## config.mk

```make
export PLATFORM = sky130hd
export DESIGN_NAME = gpb_top
export DESIGN_NICKNAME = d
export VERILOG_FILES = /design/src/rtl/gpb_pkg.sv /design/src/rtl/gpb_apb_slv.sv /design/src/rtl/gpb_pad_drv.sv /design/src/rtl/gpb_top.sv
export VERILOG_INCLUDE_DIRS = /design/src /design/src/rtl
export SDC_FILE = /design/constraint.sdc
export NUM_CORES = 1
export LEC_CHECK = 0
export BUFFER_PORTS_ARGS = -buffer_cell sky130_fd_sc_hd__buf_2
export CORE_UTILIZATION = 30
export CTS_CLUSTER_SIZE = 20
export DETAILED_ROUTE_END_ITERATION = 10
export PLACE_DENSITY = 0.58
export SYNTH_ARGS = -nofsm -noshare
export SYNTH_HDL_FRONTEND = slang
export SYNTH_SLANG_ARGS = --single-unit
```

## constraint.sdc

```tcl
create_clock -name clk_sys_in -period 2.5 [get_ports clk_sys_in]
set_input_delay 0 -clock clk_sys_in [delete_from_list [all_inputs] [get_ports clk_sys_in]]
set_output_delay 0 -clock clk_sys_in [all_outputs]
set_load 0.02 [all_outputs]
```

## src/rtl/gpb_params.svh

```systemverilog
// Offsets, field positions and reset values of the GPIO bank 1 block
`ifndef GPB_PARAMS_SVH
`define GPB_PARAMS_SVH
// -----------------------------------------------------------
// Register indices (byte address is four times the index)
// -----------------------------------------------------------
`define GPB_IDX_LOCK      3'h0
`define GPB_IDX_POL       3'h1
`define GPB_IDX_LOOP      3'h2
`define GPB_IDX_RSVD      3'h3
`define GPB_IDX_P3DATA    3'h4
`define GPB_IDX_P3DIR     3'h5
`define GPB_IDX_P3TYPE    3'h6
`define GPB_IDX_P3PULL    3'h7
// -----------------------------------------------------------
// Bus decode
// -----------------------------------------------------------
`define GPB_ADDR_W        8
`define GPB_IDX_LSB       2
`define GPB_IDX_MSB       4
// -----------------------------------------------------------
// Field positions
// -----------------------------------------------------------
`define GPB_LOCK_MSB      7
`define GPB_LOCK_LSB      4
`define GPB_POL_BIT       0
`define GPB_LOOP_BIT      0
`define GPB_LOOP_GATE_BIT 1
// -----------------------------------------------------------
// Reset values
// -----------------------------------------------------------
`define GPB_RST_LOCK      8'h00
`define GPB_RST_POL       1'b0
`define GPB_RST_LOOP      1'b0
`define GPB_RST_P3DATA    8'hFF
`define GPB_RST_P3DIR     8'h00
`define GPB_RST_P3TYPE    8'h00
`define GPB_RST_P3PULL    8'hFF
`endif

```

## src/rtl/gpb_pkg.sv

```systemverilog
// Types shared by the GPIO bank 1 block
`include "gpb_params.svh"
package gpb_pkg;
   typedef logic [7:0]                 gpb_byte_t;
   typedef logic [`GPB_ADDR_W-1:0]     gpb_addr_t;
   typedef enum logic [2:0] {
      GPB_LOCK   = `GPB_IDX_LOCK,
      GPB_POL    = `GPB_IDX_POL,
      GPB_LOOP   = `GPB_IDX_LOOP,
      GPB_RSVD   = `GPB_IDX_RSVD,
      GPB_P3DATA = `GPB_IDX_P3DATA,
      GPB_P3DIR  = `GPB_IDX_P3DIR,
      GPB_P3TYPE = `GPB_IDX_P3TYPE,
      GPB_P3PULL = `GPB_IDX_P3PULL
   } gpb_idx_t;
endpackage : gpb_pkg

```

## src/rtl/gpb_apb_slv.sv

```systemverilog
// APB slave decode for the GPIO bank 1 registers
`timescale 1ns/1ps
`include "gpb_params.svh"
module gpb_apb_slv
   import gpb_pkg::*;
(
   // APB request
   input  wire logic           psel_in,
   input  wire logic           penable_in,
   input  wire logic           pwrite_in,
   input  wire gpb_pkg::gpb_addr_t paddr_in,
   // Decoded request
   output gpb_pkg::gpb_idx_t   idx_out,
   output logic                wr_stb_out,
   output logic                rd_setup_out,
   output logic                bad_out,
   // APB answer
   output logic                pready_out,
   output logic                pslverr_out
);
   // ----------------------------------------------------------
   // Decode
   // ----------------------------------------------------------
   // Zero wait states: the read word is captured in setup
   assign idx_out      = gpb_idx_t'(paddr_in[`GPB_IDX_MSB:`GPB_IDX_LSB]);
   assign bad_out      = (paddr_in[`GPB_IDX_LSB-1:0] != 2'h0) ||
                         (paddr_in[`GPB_ADDR_W-1:`GPB_IDX_MSB+1] != 3'h0);
   assign pready_out   = psel_in & penable_in;
   assign pslverr_out  = psel_in & penable_in & bad_out;
   assign wr_stb_out   = psel_in & penable_in & pwrite_in & ~bad_out;
   assign rd_setup_out = psel_in & ~penable_in & ~pwrite_in;
endmodule : gpb_apb_slv

```

## src/rtl/gpb_pad_drv.sv

```systemverilog
// Per-pin drive, pull-up and readback of one GPIO port
`timescale 1ns/1ps
module gpb_pad_drv #(
   parameter int W = 8
) (
   // Port registers
   input  wire logic [W-1:0] data_in,
   input  wire logic [W-1:0] dir_in,
   input  wire logic [W-1:0] push_pull_in,
   input  wire logic [W-1:0] pullup_in,
   // Pads
   input  wire logic [W-1:0] pin_in,
   output logic      [W-1:0] pin_out,
   output logic      [W-1:0] pin_oe_out,
   output logic      [W-1:0] pull_en_out,
   // Readback
   output logic      [W-1:0] rd_val_out
);
   // ----------------------------------------------------------
   // Per-bit pad logic
   // ----------------------------------------------------------
   for (genvar i = 0; i < W; i++) begin : g_bit
      // Open drain only pulls low; a high is left to the pull-up
      assign pin_oe_out[i]  = dir_in[i] & (push_pull_in[i] | ~data_in[i]);
      assign pin_out[i]     = data_in[i];
      assign pull_en_out[i] = pullup_in[i];
      assign rd_val_out[i]  = dir_in[i] ? data_in[i] : pin_in[i];
   end
endmodule : gpb_pad_drv

```

## src/rtl/gpb_top.sv

```systemverilog
// GPIO bank 1: port 1 lock, polarity, loopback and port 3 registers
`timescale 1ns/1ps
`include "gpb_params.svh"
module gpb_top
   import gpb_pkg::*;
(
   // Clock and reset
   input  wire logic               clk_sys_in,
   input  wire logic               rst_b_in,
   // APB slave
   input  wire logic               psel_in,
   input  wire logic               penable_in,
   input  wire logic               pwrite_in,
   input  wire gpb_pkg::gpb_addr_t paddr_in,
   input  wire logic [31:0]        pwdata_in,
   output logic [31:0]             prdata_out,
   output logic                    pready_out,
   output logic                    pslverr_out,
   // Port 1 state from bank 0
   input  wire gpb_pkg::gpb_byte_t p1_dir_in,
   input  wire gpb_pkg::gpb_byte_t p1_data_in,
   input  wire gpb_pkg::gpb_byte_t p1_pin_in,
   // Port 1 controls towards bank 0 and pads
   output gpb_pkg::gpb_byte_t      p1_cfg_lock_out,
   output gpb_pkg::gpb_byte_t      p1_data_lock_out,
   output gpb_pkg::gpb_byte_t      p1_sense_out,
   output logic                    p1_pin1_route_en_out,
   output logic                    p1_pin1_route_val_out,
   // Port 3 pads
   input  wire gpb_pkg::gpb_byte_t p3_pin_in,
   output gpb_pkg::gpb_byte_t      p3_pin_out,
   output gpb_pkg::gpb_byte_t      p3_pin_oe_out,
   output gpb_pkg::gpb_byte_t      p3_pullup_en_out
);
   // ----------------------------------------------------------
   // Declarations
   // ----------------------------------------------------------
   gpb_idx_t  idx;
   logic      wr_stb;
   logic      rd_setup;
   logic      bad;
   logic [3:0] port1_upper_lock;
   logic [3:0] next_port1_upper_lock;
   logic      port1_input_polarity;
   logic      next_port1_input_polarity;
   logic      port1_pin_loopback;
   logic      next_port1_pin_loopback;
   gpb_byte_t port3_pin_data;
   gpb_byte_t next_port3_pin_data;
   gpb_byte_t port3_pin_direction;
   gpb_byte_t next_port3_pin_direction;
   gpb_byte_t port3_drive_type;
   gpb_byte_t next_port3_drive_type;
   gpb_byte_t port3_pullup_enable;
   gpb_byte_t next_port3_pullup_enable;
   gpb_byte_t p3_rd_val;
   gpb_byte_t rd_word;
   gpb_byte_t prdata;
   gpb_byte_t next_prdata;

   // ----------------------------------------------------------
   // Bus slave
   // ----------------------------------------------------------
   gpb_apb_slv gpb_apb_slv_inst (
      .psel_in      (psel_in),
      .penable_in   (penable_in),
      .pwrite_in    (pwrite_in),
      .paddr_in     (paddr_in),
      .idx_out      (idx),
      .wr_stb_out   (wr_stb),
      .rd_setup_out (rd_setup),
      .bad_out      (bad),
      .pready_out   (pready_out),
      .pslverr_out  (pslverr_out)
   );

   // ----------------------------------------------------------
   // Register next values
   // ----------------------------------------------------------
   always_comb begin
      next_port1_upper_lock     = port1_upper_lock;
      next_port1_input_polarity = port1_input_polarity;
      next_port1_pin_loopback   = port1_pin_loopback;
      next_port3_pin_data       = port3_pin_data;
      next_port3_pin_direction  = port3_pin_direction;
      next_port3_drive_type     = port3_drive_type;
      next_port3_pullup_enable  = port3_pullup_enable;
      if (wr_stb) begin
         case (idx)
            GPB_LOCK: begin
               // Only ones land; there is no software path back to zero
               next_port1_upper_lock = port1_upper_lock |
                  pwdata_in[`GPB_LOCK_MSB:`GPB_LOCK_LSB];
            end
            GPB_POL:    next_port1_input_polarity = pwdata_in[`GPB_POL_BIT];
            GPB_LOOP:   next_port1_pin_loopback   = pwdata_in[`GPB_LOOP_BIT];
            GPB_P3DATA: next_port3_pin_data       = pwdata_in[7:0];
            GPB_P3DIR:  next_port3_pin_direction  = pwdata_in[7:0];
            GPB_P3TYPE: next_port3_drive_type     = pwdata_in[7:0];
            GPB_P3PULL: next_port3_pullup_enable  = pwdata_in[7:0];
            default: begin
               next_port1_upper_lock = port1_upper_lock;
            end
         endcase
      end
   end

   always_ff @(posedge clk_sys_in or negedge rst_b_in) begin
      if (!rst_b_in) begin
         port1_upper_lock     <= 4'(`GPB_RST_LOCK >> `GPB_LOCK_LSB);
         port1_input_polarity <= `GPB_RST_POL;
         port1_pin_loopback   <= `GPB_RST_LOOP;
         port3_pin_data       <= `GPB_RST_P3DATA;
         port3_pin_direction  <= `GPB_RST_P3DIR;
         port3_drive_type     <= `GPB_RST_P3TYPE;
         port3_pullup_enable  <= `GPB_RST_P3PULL;
      end else begin
         port1_upper_lock     <= next_port1_upper_lock;
         port1_input_polarity <= next_port1_input_polarity;
         port1_pin_loopback   <= next_port1_pin_loopback;
         port3_pin_data       <= next_port3_pin_data;
         port3_pin_direction  <= next_port3_pin_direction;
         port3_drive_type     <= next_port3_drive_type;
         port3_pullup_enable  <= next_port3_pullup_enable;
      end
   end

   // ----------------------------------------------------------
   // Port 3 pads
   // ----------------------------------------------------------
   gpb_pad_drv #(.W(8)) gpb_pad_drv_inst (
      .data_in      (port3_pin_data),
      .dir_in       (port3_pin_direction),
      .push_pull_in (port3_drive_type),
      .pullup_in    (port3_pullup_enable),
      .pin_in       (p3_pin_in),
      .pin_out      (p3_pin_out),
      .pin_oe_out   (p3_pin_oe_out),
      .pull_en_out  (p3_pullup_en_out),
      .rd_val_out   (p3_rd_val)
   );

   // ----------------------------------------------------------
   // Port 1 lock, polarity and loopback
   // ----------------------------------------------------------
   // Bank 0 must gate its own writes with these masks
   assign p1_cfg_lock_out  = {port1_upper_lock, 4'h0};
   assign p1_data_lock_out = p1_cfg_lock_out & p1_dir_in;

   for (genvar i = 0; i < 8; i++) begin : g_sense
      assign p1_sense_out[i] = p1_dir_in[i] ? p1_pin_in[i] :
                               (p1_pin_in[i] ^ ~port1_input_polarity);
   end

   // Data bit 1 high keeps pin 1 on its own output value
   assign p1_pin1_route_en_out  = port1_pin_loopback &
                                  ~p1_data_in[`GPB_LOOP_GATE_BIT];
   assign p1_pin1_route_val_out = p1_pin1_route_en_out & p1_pin_in[0];

   // ----------------------------------------------------------
   // Read data
   // ----------------------------------------------------------
   always_comb begin
      rd_word = 8'h00;
      case (idx)
         GPB_LOCK:   rd_word = {port1_upper_lock, 4'h0};
         GPB_POL:    rd_word = {7'h00, port1_input_polarity};
         GPB_LOOP:   rd_word = {7'h00, port1_pin_loopback};
         GPB_P3DATA: rd_word = p3_rd_val;
         GPB_P3DIR:  rd_word = port3_pin_direction;
         GPB_P3TYPE: rd_word = port3_drive_type;
         GPB_P3PULL: rd_word = port3_pullup_enable;
         default:    rd_word = 8'h00;
      endcase
      // Captured in setup so the access phase needs no wait state
      next_prdata = prdata;
      if (rd_setup) begin
         next_prdata = bad ? 8'h00 : rd_word;
      end
   end

   always_ff @(posedge clk_sys_in or negedge rst_b_in) begin
      if (!rst_b_in) begin
         prdata <= 8'h00;
      end else begin
         prdata <= next_prdata;
      end
   end

   // Only the low byte lane exists; upper lanes read as zero
   assign prdata_out = {24'h000000, prdata};

   // ----------------------------------------------------------
   // Assertions
   // ----------------------------------------------------------
   property p_lock_sticky;
      @(posedge clk_sys_in) disable iff (!rst_b_in)
      ($past(port1_upper_lock) & ~port1_upper_lock) == 4'h0;
   endproperty
   a_lock_sticky: assert property (p_lock_sticky)
      else $error("lock bit cleared without reset");

   property p_lock_set;
      @(posedge clk_sys_in) disable iff (!rst_b_in)
      (wr_stb && idx == GPB_LOCK) |=>
      (p1_cfg_lock_out[7:4] == ($past(port1_upper_lock) | $past(pwdata_in[7:4])));
   endproperty
   a_lock_set: assert property (p_lock_set)
      else $error("lock write did not or in the new ones");

   property p_data_lock;
      @(posedge clk_sys_in) disable iff (!rst_b_in)
      (p1_data_lock_out[3:0] == 4'h0) &&
      ((p1_data_lock_out & ~p1_dir_in) == 8'h00);
   endproperty
   a_data_lock: assert property (p_data_lock)
      else $error("data lock on an input or unlockable pin");

   property p_loop;
      @(posedge clk_sys_in) disable iff (!rst_b_in)
      (port1_pin_loopback && !p1_data_in[1]) |->
      (p1_pin1_route_en_out && p1_pin1_route_val_out == p1_pin_in[0]);
   endproperty
   a_loop: assert property (p_loop)
      else $error("pin 0 not routed to pin 1");

   property p_pol_low;
      @(posedge clk_sys_in) disable iff (!rst_b_in)
      (!port1_input_polarity && !p1_dir_in[0]) |->
      (p1_sense_out[0] == ~p1_pin_in[0]);
   endproperty
   a_pol_low: assert property (p_pol_low)
      else $error("active low input not inverted");

   property p_open_drain;
      @(posedge clk_sys_in) disable iff (!rst_b_in)
      (port3_pin_direction[0] && !port3_drive_type[0] && port3_pin_data[0]) |->
      !p3_pin_oe_out[0];
   endproperty
   a_open_drain: assert property (p_open_drain)
      else $error("open drain pin driven high");

   property p_p3_write;
      @(posedge clk_sys_in) disable iff (!rst_b_in)
      (wr_stb && idx == GPB_P3DATA) |=> (p3_pin_out == $past(pwdata_in[7:0]));
   endproperty
   a_p3_write: assert property (p_p3_write)
      else $error("port 3 data write lost");

   property p_rsvd_read;
      @(posedge clk_sys_in) disable iff (!rst_b_in)
      (rd_setup && idx == GPB_RSVD) |=> (prdata_out == 32'h00000000);
   endproperty
   a_rsvd_read: assert property (p_rsvd_read)
      else $error("reserved offset read not zero");

   property p_p3_readback;
      @(posedge clk_sys_in) disable iff (!rst_b_in)
      (rd_setup && !bad && idx == GPB_P3DATA) |=>
      (prdata_out == {24'h000000, $past((port3_pin_direction & port3_pin_data) |
                                        (~port3_pin_direction & p3_pin_in))});
   endproperty
   a_p3_readback: assert property (p_p3_readback)
      else $error("port 3 readback mixes bits wrongly");

   property p_sense_high;
      @(posedge clk_sys_in) disable iff (!rst_b_in)
      port1_input_polarity |-> (p1_sense_out == p1_pin_in);
   endproperty
   a_sense_high: assert property (p_sense_high)
      else $error("active high input not passed through");

   property p_ignored_write;
      @(posedge clk_sys_in) disable iff (!rst_b_in)
      (psel_in && penable_in && pwrite_in && (bad || idx == GPB_RSVD)) |=>
      ($stable(port1_upper_lock) && $stable(port1_input_polarity) &&
       $stable(port1_pin_loopback) && $stable(port3_pin_data) &&
       $stable(port3_pin_direction) && $stable(port3_drive_type) &&
       $stable(port3_pullup_enable));
   endproperty
   a_ignored_write: assert property (p_ignored_write)
      else $error("refused write changed a register");

   c_lock_write: cover property (@(posedge clk_sys_in) disable iff (!rst_b_in)
      wr_stb && idx == GPB_LOCK && pwdata_in[7:4] != 4'h0);
   c_loop_on: cover property (@(posedge clk_sys_in) disable iff (!rst_b_in)
      p1_pin1_route_en_out && p1_pin_in[0]);
   c_p3_read: cover property (@(posedge clk_sys_in) disable iff (!rst_b_in)
      rd_setup && idx == GPB_P3DATA ##1 pready_out);
   c_err: cover property (@(posedge clk_sys_in) disable iff (!rst_b_in)
      pslverr_out);
endmodule : gpb_top
```

# After elaboration in Yosys (flattened, before gate mapping)
# Index checks and enable logic that the tools add are counted.
[totals] regBits=46 in_bits=77 out_inout_bits=84 word_cells=90
[op_classes] eq_ne=6 n_mux=18 bitwise=47 reduce_logical=11
[op_table] cell="$pmux 8 s7" n=1
[op_table] cell="$and 1x1->1" n=16
[op_table] cell="$mux 1" n=16
[op_table] cell="$reduce_and 2->1" n=7
[op_table] cell="$not 1->1" n=13
[op_table] cell="$eq 3x3->1 const B" n=4
[op_table] cell="$and 8x8->8" n=1
[op_table] cell="$mux 8" n=1
[op_table] cell="$or 1x1->1" n=8
[op_table] cell="$xor 1x1->1" n=8
[op_table] cell="$or 4x4->4" n=1
[op_table] cell="$eq 3x1->1 const B" n=1
[op_table] cell="$eq 3x2->1 const B" n=1
[op_table] cell="$logic_not 3->1" n=1
[op_table] cell="$reduce_bool 3->1" n=1
[op_table] cell="$reduce_bool 2->1" n=1
[op_table] cell="$logic_or 1x1->1" n=1

# Logic depth before layout (Yosys ltp)
# Gate-level depths: netlist of the first run.
[logic_depth] depth_word=5 depth_mapped=6 ltp_nobuf=4

# Modules after synthesis
# Synthesis of the first run repeated with hierarchy kept, for this count alone.
[hier_totals] hier_cells=255 hier_area_um2=2957.8
[modules_own_cells] mod="gpb_top" n_inst=1 cells_each=205 area_per_inst_um2=2557.5
[modules_own_cells] mod="gpb_pad_drv" n_inst=1 cells_each=40 area_per_inst_um2=330.3
[modules_own_cells] mod="gpb_apb_slv" n_inst=1 cells_each=10 area_per_inst_um2=70.1

# Worst setup path after synthesis of the first run
# No wires, ideal clock.
[synth_timing] kind="input port to flip-flop" start="input port paddr_in[0]" end="register port3_pin_direction[0]" arrival_time_ns=1.456 path_slack_ns=0.919 path_stages=5 path_buffers=1 path_cell_list="or4_4 nor3_4 and4b_1 buf_6 mux2_2"
[synth_between] elab_chain_cells=5
[synth_lines] element="start: declaration" line_no="gpb_top.sv:14" rtl="input wire gpb_pkg::gpb_addr_t paddr_in,"
[synth_lines] element="$reduce_bool 2->1" line_no="gpb_apb_slv.sv:26" rtl="assign bad_out = (paddr_in[`GPB_IDX_LSB-1:0] != 2'h0) ||"
[synth_lines] element="$logic_or 1x1->1" line_no="gpb_apb_slv.sv:26"
[synth_lines] element="$not 1->1" line_no="gpb_apb_slv.sv:30" rtl="assign wr_stb_out = psel_in & penable_in & pwrite_in & ~bad_out;"
[synth_lines] element="$and 1x1->1" line_no="gpb_apb_slv.sv:30"
[synth_lines] element="$reduce_and 2->1 (no line)"
[synth_lines] element="end signal: assignment" line_no="gpb_top.sv:114" rtl="port3_pin_direction <= `GPB_RST_P3DIR;"
[synth_lines] element="end signal: assignment" line_no="gpb_top.sv:122" rtl="port3_pin_direction <= next_port3_pin_direction;"
[synth_lines] element="end: declaration" line_no="gpb_top.sv:50" rtl="gpb_byte_t port3_pin_direction;"
# Every way passes these cells.
# A chain may end at the register's enable or synchronous reset.

# Final worst setup path of the first run
[layout_timing] start="input port paddr_in[0]" end="register port3_drive_type[3]"
[layout_between] elab_chain_cells=5
[layout_lines] element="$reduce_bool 2->1" line_no="gpb_apb_slv.sv:26"
[layout_lines] element="$logic_or 1x1->1" line_no="gpb_apb_slv.sv:26"
[layout_lines] element="$not 1->1" line_no="gpb_apb_slv.sv:30"
[layout_lines] element="$and 1x1->1" line_no="gpb_apb_slv.sv:30"
[layout_lines] element="$reduce_and 2->1 (no line)"
[layout_lines] element="end signal: assignment" line_no="gpb_top.sv:115" rtl="port3_drive_type <= `GPB_RST_P3TYPE;"
[layout_lines] element="end signal: assignment" line_no="gpb_top.sv:123" rtl="port3_drive_type <= next_port3_drive_type;"
[layout_lines] element="end: declaration" line_no="gpb_top.sv:52" rtl="gpb_byte_t port3_drive_type;"
# Every way passes these cells.

==> results of run 1 <==
==> registers in the layout, indices dropped and copies added (netlist names) <==
signal / count
port1_input_polarity: 1
port1_pin_loopback: 1
port1_upper_lock: 4
port3_drive_type: 8
port3_pin_data: 8
port3_pin_direction: 8
port3_pullup_enable: 8
prdata: 8
==> worst max-delay path by stage <==
stage | depth (start not counted) | startpoint | to | slack [ns]
after floorplan | 5 | paddr_in[0] | port3_pin_direction[0]$_DFFE_PN0P_ | 0.92
after global placement | 5 | paddr_in[0] | port3_drive_type[2]$_DFFE_PN0P_ | 0.42
after detailed placement | 5 | paddr_in[0] | port3_drive_type[3]$_DFFE_PN0P_ | 0.42
after CTS | 5 | paddr_in[0] | port3_drive_type[3]$_DFFE_PN0P_ | 0.75
after global routing | 5 | paddr_in[0] | port3_drive_type[1]$_DFFE_PN0P_ | 0.68
final | 5 | paddr_in[0] | port3_drive_type[3]$_DFFE_PN0P_ | 0.75
==> layout make-up <==
| type | instances | area share (%) |
|---|---|---|
| inverter | 9 | 1.01 |
| clock inverter | 1 | 0.894 |
| timing repair buffer | 108 | 17.5 |
| multi-input combinational | 190 | 39.4 |
| sequential | 46 | 34.9 |
| tap | 108 | 4.02 |
| clock buffer | 7 | 2.27 |
==> through the flow <==
stage	util, %	power (uW)	hold WS [ns]	cells	setup slack, ns
final	38.3	1550	0.0160	469	0.746
after global routing	38.3	1620	0.0298	469	0.680
after CTS	38.3	1570	0.0117	469	0.750
after detailed placement	36.2	1010	0.232	453	0.418
after global placement	36.2	1010	0.236	453	0.417
after floorplan	-	957	-0.296	289	0.919
==> logic make-up (layout without fill, tap and decap cells) <==
family          after synthesis  after routing  share of synthesized area (%)
simple gates                 59             59                           12.3
buf+inv                      53            125                           12.5
other cells                   1             32                          0.138
mux                          48             48                           19.4
flops                        46             46                           43.1
xor+xnor                      8              8                           2.58
compound gates               43             43                           10.1
==> worst max-delay path, stage by stage <==
cell	delay, ns
buf_2	0.09
or4_4	0.54
nor3_4	0.34
and3_1	0.55
mux2_2	0.39
==> per-layer routing <==
metal,track usage (%),vias up
met4,3.33,0
met1,20.0,1003
met3,2.16,5
met2,21.6,90
li1,-,1034
met5,0,-
==> placed cells by master, fill, tap and decap left out, types with 8 or more instances in the layout <==
| master | n |
|---|---|
| dlygate4sd3_1 | 8 |
| nor2_1 | 12 |
| a21boi_0 | 8 |
| nand2_1 | 16 |
| mux2i_1 | 11 |
| inv_1 | 9 |
| o21ai_0 | 14 |
| dfstp_2 | 16 |
| buf_2 | 97 |
| xor2_1 | 8 |
| mux2_2 | 37 |
| conb_1 | 32 |
| dfrtp_1 | 30 |
==> what timing repair did <==
item	4_1_cts	5_1_grt
hold buffers	8	0
hold endpoints to repair	50	0
setup endpoints to repair	0	0
==> power by group <==
part | total [uW] | internal [uW] | switching [uW] | leakage, uW
Clock | 540 | 299 | 241 | 0.0000524
Sequential | 767 | 757 | 9.27 | 0.000583
Combinational | 241 | 82.5 | 159 | 0.00112
Total | 1550 | 1140 | 409 | 0.00175
==> results by group, run 1 <==
STA
  – Final Hold Fails: 0
  – Least-Margin Pin Slew: 1.00 ns
  – Setup Skew: 0.00482 ns
  – Final setup vio count: 0
  – Final Cycle Share: 70.2%
  – Setup tns final: 0 ns
  – Fin crit period: 1.75 ns
  – Fin. max-slew vios: 0
  – Max frequency: 570 MHz
  – Relative slew margins: 33.1%
  – RSZ-0062 raised after global routing: false

Synthesis
  – Post-synth EDFFs: 0
  – Unique masters post-synth: 42
  – Post-synth top cells: 37 x mux2_2, 33 x buf_4, 30 x dfrtp_1
  – Register area share after synthesis: 43.1%
  – Top cells by area, synth: dfrtp_1 28%, dfstp_2 15%, mux2_2 15%
  – Synth Flop Type: dfrtp_1
  – Most common cell in the netlist: mux2_2
  – Post-synth top area share: 27.6%
  – Synth async-reset ratio: 100%
  – #FFs+latches synth: 46
  – Avg Inst Size Synth: 10.5 sq um
  – Yosys top cell by area: dfrtp_1
  – Yosys warns: 0
  – Cells after Synth: 258
  – Mapped Area: 2720 sq um

Drt
  – DRT met1 WL: 3150 microns
  – Vias per cell: 4.55
  – Met3 WL: 275 microns
  – Vias after detailed routing: 2132
  – Highest metal used: met4
  – First-pass DRT Iterations: 4
  – Drc violations: 0
  – DR WL/cell: 13.6 microns
  – WL met2: 2920 microns
  – Iteration-0 DRC Markers: 52
  – DRT antenna net count: 0
  – Total wire length: 6390 microns

Clock tree
  – CTS Sinks: 46
  – Post-CTS setup repair buffer count: 0
  – CTS tree: built
  – CTS root buffer: clkbuf_8
  – TritonCTS buffer count: 5
  – Clk slew on worst S/H paths: 0.08 ns
  – H-tree levels: 2
  – Resized Gates After CTS: 0
  – Max clock buf depth: 2
  – Worst-skew pair later-pin latency: 0.29 ns

Hold path
  – Hold EP: port1_pin_loopback$_DFFE_PN0P_
  – Worst min path class: in -> reg
  – Hold path depth: 2
  – Min-delay src: pwdata_in[0]

Setup path
  – R2R depth: 4
  – Worst reg2reg startpoint: port3_pin_direction[6]$_DFFE_PN0P_
  – R2R Setup Slk: 1.03 ns
  – Largest fanout on the critical path: 8
  – Worst setup path category: in -> reg
  – Worst R2R End: prdata[6]$_DFFE_PN0P_
  – Req. time, crit path: 2.68 ns
  – Crit start category: input pin
  – Data arrival, critical path: 1.93 ns
  – CP endpoint kind: flop

Final layout
  – Design area: 3360 sq um
  – # nets final: 437
  – Synth-to-Final Area Change: 23.6%
  – Fraction of layout cells with a size suffix above 1: 45.4%
  – Combined area of the multi-input logic cells: 1330 sq um
  – Register area: 1170 sq um
  – Fillcell total: 880
  – Antenna diodes: 0

Die
  – Die area: 9450 sq um
  – Die span in x: 97.2 microns
  – Initial Util: 31.0%
  – Core box area: 8760 sq um
  – I/O pin count: 161
  – Site Rows: 34
  – DIE HEIGHT: 97.2 microns

Pwr
  – VDD IR max: 0.257 mV
  – Power Dens Cells: 461 nW/um^2
  – Leak: 0.00175 uW

Placement
  – Port bufs: 97
  – HPWL Detailed: 4800 microns
  – Placed cell area: 3170 sq um
  – GPL Wtd Cong: 0.768

Global routing
  – Number of global-route vias before repair: 1941
  – Antenna violations before repair: 0
  – Largest net degree at the start of global routing: 47
  – Total gr overflow: 0
  – GRT Resource Usage Total: 13.8%
  – First-pass GRT wire length: 10300 microns

Outcome
  – Outcome: complete, no violations

Job
  – Max capacitance violation total: 0
Power figures use the tool's default switching activity.
==> run 2, diff against run 1 <==
Settings changed: ABC_AREA from default to 1, PLACE_DENSITY 0.58 to 0.59.
Clock period 2.5 ns to 1.5 ns, I/O delays scaled along.
==> run 2 against run 1 <==
  * Sequential share of layout area down 2.0 points
  * Synthesized area up 6.0%
  * Synthesized cell count up 46%
  * Via count up 25%
  * Routed wire length up 23%
  * Worst hold slack better by 0.12 ns
  * Clock power up 34%
  * Final cell count up 31%
  * Worst setup slack worse by 0.58 ns
  * Clock skew up 0.00061 ns
  * Highest routed layer unchanged
==> results by group, run 2 <==
Outcome
  – Outcome: complete, no violations

Placement
  – GPL Wtd Cong: 0.784
  – Port bufs: 97
  – Placed insts: 598
  – HPWL Detailed: 5890 microns

Drt
  – Drc violations: 0
  – DRT met1 WL: 3520 microns
  – DRT antenna net count: 0
  – Vias after detailed routing: 2665
  – First-pass DRT Iterations: 4
  – Highest metal used: met4
  – DR WL/cell: 12.7 microns
  – Vias per cell: 4.33
  – Iteration-0 DRC Markers: 187
  – WL met2: 3620 microns
  – Total wire length: 7830 microns
  – Met3 WL: 558 microns

Die
  – DIE HEIGHT: 100 microns
  – Core box area: 9280 sq um
  – Initial Util: 31.0%
  – Die span in x: 100 microns
  – I/O pin count: 161
  – Die area: 10000 sq um
  – Site Rows: 35

Synthesis
  – Most common cell in the netlist: nand2_1
  – Mapped Area: 2880 sq um
  – Cells after Synth: 376
  – Yosys top cell by area: dfrtp_1
  – Post-Synth Adder-Cell Area: 0%
  – Post-synthesis compound-gate area fraction: 10.5%
  – Yosys warns: 0
  – Post-Synth XOR/XNOR Area: 2.43%
  – Post-synth top area share: 26.1%
  – Avg Inst Size Synth: 7.66 sq um
  – Synth Flop Type: dfrtp_1
  – Main combinational cell family by area after synthesis: simple AND/OR/NAND/NOR gates
  – Unique masters post-synth: 29
  – Mux cell area share after synthesis: 0%
  – #FFs+latches synth: 46
  – Simple-gate share of the synthesized area: 29.5%
  – Register area share after synthesis: 40.6%
  – Post-synth EDFFs: 0
  – Top cells by area, synth: dfrtp_1 26%, dfstp_2 15%, nand2_1 15%
  – Post-synth top cells: 112 x nand2_1, 38 x inv_1, 33 x buf_4
  – Synth async-reset ratio: 100%

STA
  – Worst hold slack: 0.139 ns
  – Final Hold Fails: 0
  – Final setup vio count: 0
  – Max frequency: 752 MHz
  – Fin. max-slew vios: 0
  – Setup tns final: 0 ns
  – Fin crit period: 1.33 ns
  – Final Cycle Share: 88.7%
  – Least-Margin Pin Slew: 0.553 ns
  – Setup Skew: 0.00543 ns
  – Relative slew margins: 63.1%
  – RSZ-0062 raised after global routing: false

Setup path
  – R2R Setup Slk: 0.41 ns
  – Largest fanout on the critical path: 10
  – Crit start category: flop
  – Worst setup path category: reg -> out
  – Data arrival, critical path: 1.33 ns
  – Req. time, crit path: 1.50 ns
  – CP endpoint kind: output port

Global routing
  – First-pass GRT wire length: 12300 microns
  – Total gr overflow: 0
  – Antenna violations before repair: 0
  – Number of global-route vias before repair: 2483
  – GRT Resource Usage Total: 16.0%
  – Largest net degree at the start of global routing: 27

Pwr
  – Power Dens Cells: 708 nW/um^2
  – Net switching power: 756 uW
  – Switching share of power: 30.0%
  – Leak: 0.00206 uW
  – Part of the power in registers: 51.2%
  – Gate power share: 20.0%
  – Internal power: 1770 uW
  – Clock share of power: 28.8%
  – VDD IR max: 0.308 mV

Clock tree
  – Post-CTS setup repair buffer count: 0
  – CTS root buffer: clkbuf_8
  – CTS Sinks: 46
  – Worst-skew pair later-pin latency: 0.29 ns
  – CTS tree: built
  – Max clock buf depth: 2
  – Clk slew on worst S/H paths: 0.08 ns
  – TritonCTS buffer count: 5
  – H-tree levels: 2

Final layout
  – Fin cells: 615
  – Fraction of layout cells with a size suffix above 1: 30.7%
  – Fillcell total: 989
  – Synth-to-Final Area Change: 23.7%
  – Final design utilization: 38.4%
  – Commonest non-fill, non-tap cell in the layout: nand2_1
  – Most frequent cells in the layout: 112 x nand2_1, 97 x buf_2, 38 x inv_1
  – # nets final: 562
  – Antenna diodes: 0

Job
  – Max capacitance violation total: 0

Hold path
  – Worst min path class: in -> reg
## run 2: layout make-up
cell class | instances | area, sq um | share of cell area, %
multi-input cells | 276 | 1340 | 37.7
repair buffers | 114 | 648 | 18.2
flip-flops and latches | 46 | 1170 | 32.9
inverters | 42 | 158 | 4.42
well taps | 129 | 161 | 4.53
clock buffers | 8 | 80.1 | 2.25
## run 2: worst paths after layout
kind                                                        from                            endpoint  depth (start not counted)
worst max-delay path            port1_input_polarity$_DFFE_PN0P_                     p1_sense_out[5]                          3
worst min-delay path                                p3_pin_in[5]               prdata[5]$_DFFE_PN0P_                          7
worst max register to register     port3_pin_data[1]$_DFFE_PN1P_               prdata[1]$_DFFE_PN0P_                          6
worst min register to register             prdata[6]$_DFFE_PN0P_               prdata[6]$_DFFE_PN0P_                          2
max in group asynchronous                               rst_b_in       port3_pin_data[4]$_DFFE_PN1P_                          3
min in group asynchronous                               rst_b_in  port3_pin_direction[5]$_DFFE_PN0P_                          2
## run 2: timing repair
item                                    CTS  global route
hold endpoints to repair                 43             0
endpoints found under the setup margin    0             1
gates resized for setup                   0             1
hold buffers                              9             0
## run 2: kinds of logic after synthesis
group	Yosys count
buffers and inverters	85
other	1
XOR/XNOR	8
AO/OA/AOI/OAI	56
flip-flops	46
AND/OR/NAND/NOR	180
## run 2: per-layer routing
| metal | track usage [%] | vias to the layer above |
|---|---|---|
| met4 | 4.79 | 0 |
| met1 | 20.6 | 1164 |
| li1 | - | 1344 |
| met3 | 2.79 | 11 |
| met5 | 0 | - |
| met2 | 27.5 | 146 |
## run 2: stage by stage
| stage | total power, uW | cell area [sq um] | worst slack (ns) |
|---|---|---|---|
| floorplan | 1660 | 3000 | 0.451 |
| global placement | 1790 | 3390 | 0.343 |
| detailed placement | 1800 | 3390 | 0.328 |
| CTS | 2560 | 3560 | 0.0588 |
| global route | 2660 | 3560 | 0.0720 |
| finish | 2520 | 3560 | 0.170 |
## run 2: power groups by stage
stage,registers (uW),logic [uW],clock network [uW]
after floorplan,1320,337,0
after global placement,1310,482,0
after detailed placement,1310,488,0
after CTS,1290,508,765
after global routing,1290,555,813
final,1290,505,726
## run 2: critical path, cell delays in order, from the launching register on
cell	delay, ns
dfrtp_2	0.50
nor2_1	0.17
xor2_1	0.17
buf_2	0.19
==> run 3, diff against run 2 <==
--- a/config.mk
+++ b/config.mk
@@ -13,4 +13,5 @@
 export DETAILED_ROUTE_END_ITERATION = 10
 export PLACE_DENSITY = 0.59
+export SETUP_SLACK_MARGIN = 0.05
 export SYNTH_ARGS = -nofsm -noshare
 export SYNTH_HDL_FRONTEND = slang
==> constraint.sdc (replaced) <==
create_clock -name clk_sys_in -period 1.5 [get_ports clk_sys_in]
set_input_delay 0.15 -clock clk_sys_in [delete_from_list [all_inputs] [get_ports clk_sys_in]]
set_output_delay 0.15 -clock clk_sys_in [all_outputs]
set_load 0.02 [all_outputs]
==> run 3 against run 2 <==
  * Maximum frequency fell by 7.8%
  * Worst setup slack lost 0.11 ns
  * Utilization rose by 1.1 points
==> results by group, run 3 (synthesis gave the netlist of run 2 again) <==
Outcome
  – Outcome: complete, no violations

Clock tree
  – CTS root buffer: clkbuf_8
  – CTS tree: built
  – TritonCTS buffer count: 5
  – Worst-skew pair later-pin latency: 0.30 ns
  – CTS Sinks: 46
  – H-tree levels: 2
  – Max clock buf depth: 2
  – Clk slew on worst S/H paths: 0.08 ns

Final layout
  – Fillcell total: 970
  – Combined area of the multi-input logic cells: 1390 sq um
  – Fraction of layout cells with a size suffix above 1: 34.6%
  – # nets final: 564
  – Most frequent cells in the layout: 112 x nand2_1, 89 x buf_2, 38 x inv_1
  – Register area: 1170 sq um
  – Antenna diodes: 0
  – Final design utilization: 39.5%
  – Commonest non-fill, non-tap cell in the layout: nand2_1
  – Synth-to-Final Area Change: 27.1%

STA
  – Setup Skew: 0.00810 ns
  – Final Hold Fails: 0
  – Fin. max-slew vios: 0
  – Final setup vio count: 0
  – Fin crit period: 1.44 ns
  – Max frequency: 693 MHz
  – Final Cycle Share: 96.2%
  – RSZ-0062 raised after global routing: true
  – Setup tns final: 0 ns

Die
  – Initial Util: 31.0%
  – I/O pin count: 161
  – Die span in x: 100 microns
  – Site Rows: 35
  – Core box area: 9280 sq um
  – DIE HEIGHT: 100 microns
  – Die area: 10000 sq um

Global routing
  – Antenna violations before repair: 0
  – Number of global-route vias before repair: 2417
  – GRT Resource Usage Total: 15.8%
  – Total gr overflow: 0
  – Largest net degree at the start of global routing: 47
  – First-pass GRT wire length: 12200 microns

Hold path
  – Min-delay src: pwdata_in[2]
  – Worst min path class: in -> reg

Setup path
  – Largest fanout on the critical path: 4
  – Worst reg2reg startpoint: port1_input_polarity$_DFFE_PN0P_
  – Slowest-stage cell, CP: dfrtp_2
  – Critical-path cell list: buf_6, nor2_2, xor2_1, buf_4
  – CP endpoint kind: output port
  – Delay of the slowest critical-path stage: 0.43 ns
  – R2R Setup Slk: 0.38 ns
  – Data arrival, critical path: 1.29 ns
  – Crit start category: flop
  – Req. time, crit path: 1.35 ns
  – Worst setup path category: reg -> out
  – Worst setup path start: port1_input_polarity$_DFFE_PN0P_

Drt
  – DR WL/cell: 12.5 microns
  – Total wire length: 7740 microns
  – Drc violations: 0
  – DRT antenna net count: 0
  – Vias after detailed routing: 2693
  – First-pass DRT Iterations: 4
  – Iteration-0 DRC Markers: 166
  – Vias per cell: 4.36

Placement
  – HPWL Detailed: 5800 microns
  – Port bufs: 97
  – GPL Wtd Cong: 0.807

Pwr
  – VDD IR max: 0.311 mV
  – Power Dens Cells: 710 nW/um^2
  – Total power: 2600 uW
  – Leak: 0.00210 uW

Job
  – Max capacitance violation total: 0
run 3: cell count changes in the layout (fill, tap and decap cells not counted), sizes merged:
cell,delta
clkbuf,-1
clkinv,+1
buf,+10
dlygate4sd3,-8
run 3: layout make-up:
class                   instances  share of cell area [%]
multi-input cells             276                    37.9
flip-flops and latches         46                    32.0
repair buffers                116                    18.9
well taps                     129                    4.41
inverters                      42                    4.30
clock buffers                   7                    2.36
clock inverters                 1                   0.137
run 3: metal layers:
layer / GRT usage, % / routed length [microns]
met1: 21.1 / 3650
met2: 26.0 / 3490
met3: 2.99 / 498
met4: 5.13 / 100
met5: 0 / 0
run 3: timing repair:
item,in CTS,in global routing
hold buffers,1,0
gates resized for setup,1,25
setup endpoints to repair,8,8
pin swaps,0,12
endpoints found under the hold margin,30,0
gates cloned,0,0
buffers inserted,1,2
run 3: power by group:
| group | total (uW) | switching, uW | internal, uW |
|---|---|---|---|
| registers | 1290 | 16.6 | 1270 |
| logic | 528 | 350 | 177 |
| clock network | 783 | 410 | 372 |
| total | 2600 | 777 | 1820 |
run 3: path summary, 6_finish.rpt:
kind / endpoint / cells past startpoint
min in group asynchronous: port3_drive_type[6]$_DFFE_PN0P_ / 3
hold / removal: port3_pullup_enable[2]$_DFFE_PN1P_ / 3
max in group asynchronous: port3_pullup_enable[0]$_DFFE_PN1P_ / 3
setup reg to reg: prdata[0]$_DFFE_PN0P_ / 8
hold reg to reg: prdata[4]$_DFFE_PN0P_ / 2
setup / recovery: p1_sense_out[1] / 4
run 3: worst max-delay path: cells and delay by family, from the launching register on:
family | cells | cell delay, ns
flip-flops | 1 | 0.43
buffers and inverters | 2 | 0.30
XOR/XNOR | 1 | 0.16
AND/OR/NAND/NOR | 1 | 0.10
run 3: per-stage QoR:
| step | setup slack [ns] | hold WS, ns | instance area (sq um) | cells |
|---|---|---|---|---|
| 2_1_floorplan | 0.323 | -0.146 | 3000 | 407 |
| 3_3_place_gp | 0.182 | 0.151 | 3460 | 605 |
| 3_5_place_dp | 0.136 | 0.156 | 3460 | 605 |
| 4_1_cts | 0.0471 | 0.0718 | 3570 | 615 |
| 5_1_grt | 0.0120 | 0.0716 | 3660 | 617 |
| 6_report | 0.0570 | 0.0770 | 3660 | 617 |
